<file path="src/rtl/bwp_pkg.sv">
// Operation
// - Jumper no-protect: blocks unprotected after reset
// - Protect bit one protects, zero unprotects with no-protect jumper; other jumper position inverts
// - Unjumpered platform: block write, no interrupt
// - Protected block writes suppressed, others pass
// - All-zero word clears protection and indicator
// - Word 0401 protects block 0, indicator on
// - Sixteen displacements, each defined read/write
// - Hardware base is software base halved
// - Single-bit transfer touches only addressed bit
// - Multibit transfer: LSB to displacement 0
// - I/O reset clears every control bit
package bwp_pkg;

  // Bit I/O space geometry
  localparam int ADDR_W     = 15;
  localparam int DISP_W     = 4;
  localparam int BASE_W     = ADDR_W - DISP_W;
  localparam int NUM_BITS   = 16;

  // Control bit positions
  localparam int WP_FIRST   = 0;
  localparam int NUM_BLOCKS = 4;
  localparam int BLK_SEL_W  = 2;
  localparam int USER_IND   = 10;

  // Memory side widths
  localparam int MEM_AW     = 16;
  localparam int MEM_DW     = 16;

  // Strap encodings
  localparam logic JMP_NO_PROTECT = 1'b0;
  localparam logic PLAT_JUMPERED  = 1'b1;

  // Values after reset
  localparam logic              CTRL_BIT_RST  = 1'b0;
  localparam logic              RDATA_RST     = 1'b0;
  localparam logic              OE_N_RST      = 1'b1;
  localparam logic [3:0]        PROT_RST      = 4'h0;
  localparam logic [MEM_AW-1:0] MEM_ADDR_RST  = 16'h0000;
  localparam logic [MEM_DW-1:0] MEM_DATA_RST  = 16'h0000;

endpackage

</file>
<file path="src/rtl/bwp_ctrl_bit.sv">
`timescale 1ns/10ps
module bwp_ctrl_bit
  import bwp_pkg::*;
(
  // Clock and reset
  input  wire logic mclk,
  input  wire logic sys_rst,
  // Control
  input  wire logic clr,
  input  wire logic wr_en,
  input  wire logic wr_val,
  // State
  output logic      q
);

  typedef struct packed {
    logic q;
  } bwp_bit_state_t;

  bwp_bit_state_t s_d;
  bwp_bit_state_t s_q;

  always_comb begin
    s_d = s_q;
    if (clr) begin
      s_d.q = CTRL_BIT_RST;
    end else if (wr_en) begin
      s_d.q = wr_val;
    end
  end

  always_ff @(posedge mclk or posedge sys_rst) begin
    if (sys_rst) begin
      s_q.q <= CTRL_BIT_RST;
    end else begin
      s_q <= s_d;
    end
  end

  assign q = s_q.q;

endmodule

</file>
<file path="src/rtl/bwp_top.sv">
// The register addresses and the plain strobed port are this design's own decisions.
`timescale 1ns/10ps
module bwp_top
  import bwp_pkg::*;
(
  // Clock and reset
  input  wire logic                 mclk,
  input  wire logic                 sys_rst,
  // Board straps
  input  wire logic [BASE_W-1:0]    io_base_switch,
  input  wire logic                 reset_protect_jumper,
  input  wire logic                 interrupt_level_platform,
  // Bit I/O space from the processor
  input  wire logic                 io_reset,
  input  wire logic [ADDR_W-1:0]    bit_addr,
  input  wire logic                 bit_wdata,
  input  wire logic                 bit_wr,
  input  wire logic                 bit_rd,
  output logic                      bit_rdata,
  output logic                      bit_rdata_oe_n,
  // Memory write request from the board decoder
  input  wire logic                 mem_wr_req,
  input  wire logic [BLK_SEL_W-1:0] mem_block_sel,
  input  wire logic [MEM_AW-1:0]    mem_addr,
  input  wire logic [MEM_DW-1:0]    mem_wdata,
  // Memory write toward the storage array
  output logic                      mem_wr_en,
  output logic [MEM_AW-1:0]         mem_wr_addr,
  output logic [MEM_DW-1:0]         mem_wr_data,
  // Status
  output logic [NUM_BLOCKS-1:0]     block_protect,
  output logic                      user_indicator,
  output logic                      wp_violation_irq
);

  typedef struct packed {
    logic                  rdata;
    logic                  rdata_oe_n;
    logic                  wr_en;
    logic [MEM_AW-1:0]     wr_addr;
    logic [MEM_DW-1:0]     wr_data;
    logic [NUM_BLOCKS-1:0] prot;
    logic                  user_ind;
    logic                  viol_irq;
  } bwp_top_state_t;

  bwp_top_state_t s_d;
  bwp_top_state_t s_q;

  logic                  win_hit;
  logic [DISP_W-1:0]     disp;
  logic [NUM_BITS-1:0]   bit_wr_en;
  logic [NUM_BITS-1:0]   ctrl_bits;
  logic [NUM_BLOCKS-1:0] prot_eff;
  logic                  write_blocked;

  assign win_hit = (bit_addr[ADDR_W-1:DISP_W] == io_base_switch);
  assign disp    = bit_addr[DISP_W-1:0];

  // Sixteen stored bits
  // Every displacement is a plain read-back latch, so a multibit load
  // is just a run of single-bit writes at rising displacements.
  genvar gi;
  generate
    for (gi = 0; gi < NUM_BITS; gi++) begin : g_bit
      assign bit_wr_en[gi] = bit_wr && win_hit && (disp == DISP_W'(gi));
      bwp_ctrl_bit u_bit (
        .mclk    (mclk),
        .sys_rst (sys_rst),
        .clr     (io_reset),
        .wr_en   (bit_wr_en[gi]),
        .wr_val  (bit_wdata),
        .q       (ctrl_bits[gi])
      );
    end
  endgenerate

  // Jumper picks polarity
  // With the other jumper position, cleared bits mean protected, so the
  // board comes out of any reset fully protected.
  always_comb begin
    prot_eff = '0;
    for (int i = 0; i < NUM_BLOCKS; i++) begin
      if (reset_protect_jumper == JMP_NO_PROTECT) begin
        prot_eff[i] = ctrl_bits[WP_FIRST + i];
      end else begin
        prot_eff[i] = !ctrl_bits[WP_FIRST + i];
      end
    end
  end

  // Suppress protected writes
  // Gating is on live control bits, so a write right after a protect
  // bit changes already sees the new protection.
  assign write_blocked = mem_wr_req && prot_eff[mem_block_sel];

  always_comb begin
    s_d = s_q;

    s_d.wr_en = mem_wr_req && !write_blocked;
    if (mem_wr_req) begin
      s_d.wr_addr = mem_addr;
      s_d.wr_data = mem_wdata;
    end

    s_d.viol_irq = write_blocked && (interrupt_level_platform == PLAT_JUMPERED);

    s_d.prot     = prot_eff;
    s_d.user_ind = ctrl_bits[USER_IND];

    s_d.rdata      = RDATA_RST;
    s_d.rdata_oe_n = OE_N_RST;
    if (bit_rd && win_hit) begin
      s_d.rdata      = ctrl_bits[disp];
      s_d.rdata_oe_n = 1'b0;
    end
  end

  always_ff @(posedge mclk or posedge sys_rst) begin
    if (sys_rst) begin
      s_q.rdata      <= RDATA_RST;
      s_q.rdata_oe_n <= OE_N_RST;
      s_q.wr_en      <= 1'b0;
      s_q.wr_addr    <= MEM_ADDR_RST;
      s_q.wr_data    <= MEM_DATA_RST;
      s_q.prot       <= PROT_RST;
      s_q.user_ind   <= CTRL_BIT_RST;
      s_q.viol_irq   <= 1'b0;
    end else begin
      s_q <= s_d;
    end
  end

  assign bit_rdata        = s_q.rdata;
  assign bit_rdata_oe_n   = s_q.rdata_oe_n;
  assign mem_wr_en        = s_q.wr_en;
  assign mem_wr_addr      = s_q.wr_addr;
  assign mem_wr_data      = s_q.wr_data;
  assign block_protect    = s_q.prot;
  assign user_indicator   = s_q.user_ind;
  assign wp_violation_irq = s_q.viol_irq;

endmodule

</file>
<file path="config.mk">
export PLATFORM = sky130hd
export DESIGN_NAME = bwp_top
export DESIGN_NICKNAME = d
export VERILOG_FILES = /design/src/rtl/bwp_pkg.sv /design/src/rtl/bwp_ctrl_bit.sv /design/src/rtl/bwp_top.sv
export SDC_FILE = /design/constraint.sdc
export NUM_CORES = 1
export LEC_CHECK = 0
export BUFFER_PORTS_ARGS = -buffer_cell sky130_fd_sc_hd__buf_2
export CORE_MARGIN = 2
export CORE_UTILIZATION = 51
export DETAILED_ROUTE_END_ITERATION = 10
export GPL_TIMING_DRIVEN = 0
export PLACE_DENSITY = 0.92
export RECOVER_POWER = 50
export SLEW_MARGIN = 0
export SYNTH_ARGS = -nofsm -noshare
export SYNTH_HDL_FRONTEND = slang
export SYNTH_HIERARCHICAL = 1
export SYNTH_SLANG_ARGS = --single-unit
</file>
<file path="constraint.sdc">
create_clock -name mclk -period 3.4 [get_ports mclk]
set_input_delay 0.51 -clock mclk [delete_from_list [all_inputs] [get_ports mclk]]
set_output_delay 0.51 -clock mclk [all_outputs]
set_load 0.01 [all_outputs]
</file>
==> impl_summary.txt <==
----------------------------------------------------
[Setup path]
  Worst path arrival time ... around 2.3 ns
  Critical path origin ... io_base_switch[10]
  Worst flop-to-flop path endpoint ... bit_rdata
  FF-to-FF path depth ... 4
  Startpoint Class ... input port
  Cell with the largest stage delay on the worst path ... sky130_fd_sc_hd__nor4_1
  Critical Setup Path Class ... in2reg
  Req. time, crit path ... between 3 and 4 ns
  Slowest stage delay, CP ... 0.36 ns
  Register-to-register setup slack ... approximately 1.9 ns
  Endpoint type of the worst setup path ... flip-flop
  Maximum fanout along the worst path ... 10
  Chain of cells forming the critical path ... buf_2, xor2_1, nor4_2, nand4_2, buf_6, nor4_1, mux2i_1, nor2_1
  Worst R2R Start ... g_bit[7].u_bit/q

[Power]
  Internal power contribution ... between 1000 and 1500 uW
  Net Sw Frac ... 0.232
  Reported net switching power ... roughly 390 uW
  Part of the power in combinational logic ... 0.127
  Sequential share of power ... 0.438
  Leak pwr ... approximately 0.0017 uW
  Maximum VDD drop ... ~0.42 mV
  Power per Cell Area ... 490 nW/um2
  Share of total power in the clock network ... 0.435

[Synth]
  Share of the yosys chip area belonging to registers ... 0.549
  Cell count after synthesis ... a little over 200
  Post-synthesis instance area ... approximately 2600 um2
  Mean Syn Cell Area ... 12.6 um2
  Mapped Nets ... between 200 and 300
  Yosys reg bits ... 57
  Synth Warn # ... 6
  Distinct cell type count after synthesis ... 20

[Timing]
  Max Slew Vio Count ... 42
  Post-Route Hold Slack ... between 0.2 and 0.3 ns
  Worst clock skew ... approximately 0.0046 ns
  Fin crit share ... 0.614
  Transition time at the pin with the least slew margin ... 1.55 ns
  Final hold violation count ... 0
  RSZ-0062 raised after global routing ... no
  Time the final worst path needs with I/O delays and setup ... 2.09 ns
  Final worst setup slack ... 1.31 ns
  Setup-violating endpoint count in the final report ... 0
  Worst relative slew slack ... -0.0354
  Sum Neg Setup Slack ... 0 ns
  Highest achievable clock rate ... between 400 and 500 MHz

[Floorplanning]
  Total die area ... about 5700 um2
  Number of placement rows ... 25
  Num ports ... 110
  Initial core utilization ... 0.540
  Die boundary width ... approximately 75 um
  Area inside the core boundary ... approximately 4800 um2
  Height of the chip ... between 70 and 80 um

[Flow run]
  MaxCap Viol Count ... 1

[Placement]
  Post-placement cell area ... roughly 3200 um2
  Final HPWL DP ... between 4000 and 5000 um
  RePlAce Congestion ... 0.801
  Count of port buffers added during placement ... between 100 and 150
  Setup WS pre-CTS ... 0.933 ns

[Clock tree]
  TritonCTS Sinks ... 57
  H-tree levels ... 3
  Source-to-sink clock delay at the later pin of the worst-skew pair ... 0.33 ns
  Library cell used as clock root buffer ... sky130_fd_sc_hd__clkbuf_8
  Clock-pin slew on the worst setup and hold paths ... 0.06 ns
  Buffers inserted during post-CTS setup optimization ... 0
  TritonCTS clock tree ... done
  Total CTS buffers ... 9
  Number of gates given a new drive strength after cts ... 0
  Max Buffers Root-to-Sink ... 2
  Count of hold buffers inserted by post-cts repair ... 0

[Route]
  Vias ... a little under 2000
  Count of antenna-violating nets left after detailed routing ... 0
  Post-route DRC violation count ... 0
  Detailed-route wire length per cell ... about 14 um
  Initial DRT Pass Iterations ... 4
  Wire length reported by the detailed router ... ~5600 um
  Via-to-Cell Ratio ... approximately 5
  Number of DRC markers in iteration 0 ... 52

[Global routing]
  Maximum number of pins on one net before global-route repair ... 42
  Global-route wire length before repair ... approximately 8600 um
  GRT Util Overall ... 0.206
  Number of global-route vias before repair ... a little under 2000
  Antenna violations before repair ... 0
  Total global routing overflow ... 0

[Cells and area]
  Total non-filler cell area in the finished layout ... approximately 3400 um2
  Share of layout cells above drive strength 1 ... 0.474
  Area growth from synthesis to final layout ... 32.3%
  Leading cell type in the layout, fill and taps excluded ... sky130_fd_sc_hd__buf_2
  Number of antenna cells inserted ... 0
  NumNets Final ... about 390
  Most frequent cells in the layout ... sky130_fd_sc_hd__buf_2, sky130_fd_sc_hd__dfrtp_1, sky130_fd_sc_hd__mux2_2

[Min path]
  Worst min path class ... in2async

[Run status]
  Failing checks ... max-capacitance violations, max-slew violations
  Run status ... finished with violations

----------------------------------------------------
[area by class of cell]
class	count	area, um2
tap	67	83.8
inverter	20	75.1
buffer	8	38.8
fill	377	1380
multi-input combinational	122	1060
clock inverter	4	73.8
sequential	57	1430
timing repair buffer	106	517
clock buffer	12	165
[metrics by stage]
step,utilization,power [uW],std cells
detailed placement,0.668,971,380
global route,0.714,1760,396
global placement,0.668,959,380
CTS,0.717,1710,396
finish,0.714,1690,396
floorplan,-,862,207
[cells in the mapped netlist]
| library cell | n | area share |
|---|---|---|
| sky130_fd_sc_hd__mux2_2 | 32 | 0.14 |
| sky130_fd_sc_hd__nand2b_1 | 4 | 0.0096 |
| sky130_fd_sc_hd__and3_1 | 1 | 0.0024 |
| sky130_fd_sc_hd__xor2_1 | 15 | 0.051 |
| sky130_fd_sc_hd__buf_2 | 1 | 0.0019 |
| sky130_fd_sc_hd__nand2_1 | 2 | 0.0029 |
| sky130_fd_sc_hd__nor2_1 | 19 | 0.027 |
| sky130_fd_sc_hd__nand4_2 | 1 | 0.0048 |
| sky130_fd_sc_hd__clkbuf_1 | 6 | 0.0087 |
| sky130_fd_sc_hd__nor2b_1 | 4 | 0.0096 |
| sky130_fd_sc_hd__or2_2 | 3 | 0.0072 |
| sky130_fd_sc_hd__dfrtp_1 | 56 | 0.54 |
| sky130_fd_sc_hd__nor4_2 | 1 | 0.0048 |
| sky130_fd_sc_hd__nor4_1 | 17 | 0.041 |
| sky130_fd_sc_hd__nor3_1 | 2 | 0.0038 |
| sky130_fd_sc_hd__dfstp_2 | 1 | 0.010 |
| sky130_fd_sc_hd__buf_6 | 1 | 0.0043 |
| sky130_fd_sc_hd__mux2i_1 | 16 | 0.062 |
| sky130_fd_sc_hd__inv_1 | 20 | 0.029 |
| sky130_fd_sc_hd__mux4_2 | 5 | 0.043 |
[metal layers]
metal  vias to the layer above  global-route usage  wire length [um]
met2                        78               0.367              2870
li1                        950                   -                 -
met1                       934               0.220              2210
met4                         0              0.0819                97
met5                         -                   0                 0
met3                         9              0.0780               430
[flip-flops by register name, summed over array words and instances (netlist names)]
signal	cells
user_indicator	1
block_protect	4
mem_wr_addr	16
mem_wr_data	16
bit_rdata_oe_n	1
wp_violation_irq	1
bit_rdata	1
g_bit.u_bit/q	16
mem_wr_en	1
[power by group through the flow]
| stage | registers, uW | clock network [uW] | logic [uW] |
|---|---|---|---|
| 2_1_floorplan | 773 | 0 | 89.0 |
| 3_3_place_gp | 748 | 0 | 211 |
| 3_5_place_dp | 751 | 0 | 219 |
| 4_1_cts | 739 | 747 | 220 |
| 5_1_grt | 743 | 782 | 238 |
| 6_report | 739 | 734 | 215 |
[how the worst max path moves through the flow]
stage	to	slack, ns	cells after the start
2_1_floorplan	g_bit[0].u_bit/q	1.37	7
3_3_place_gp	g_bit[5].u_bit/q	1.07	8
3_5_place_dp	g_bit[7].u_bit/q	0.93	8
4_1_cts	g_bit[7].u_bit/q	1.29	8
5_1_grt	bit_rdata	1.09	2
6_report	g_bit[7].u_bit/q	1.31	8
[worst max-delay path, delay by kind of cell]
kind	cells	cell delay (ns)
buffers and inverters	2	0.33
multiplexers	1	0.26
AND/OR/NAND/NOR	4	1.03
XOR/XNOR	1	0.17
[kinds of logic (layout without fill, tap and decap cells)]
family                 count (synthesis)  in the layout  synth area share
XOR/XNOR                              15             15            0.0505
buffers and inverters                 28            150            0.0438
flip-flops                            57             57             0.549
multiplexers                          53             53             0.243
AND/OR/NAND/NOR                       54             54             0.114
Note: power is estimated with default switching activity, not from simulation.
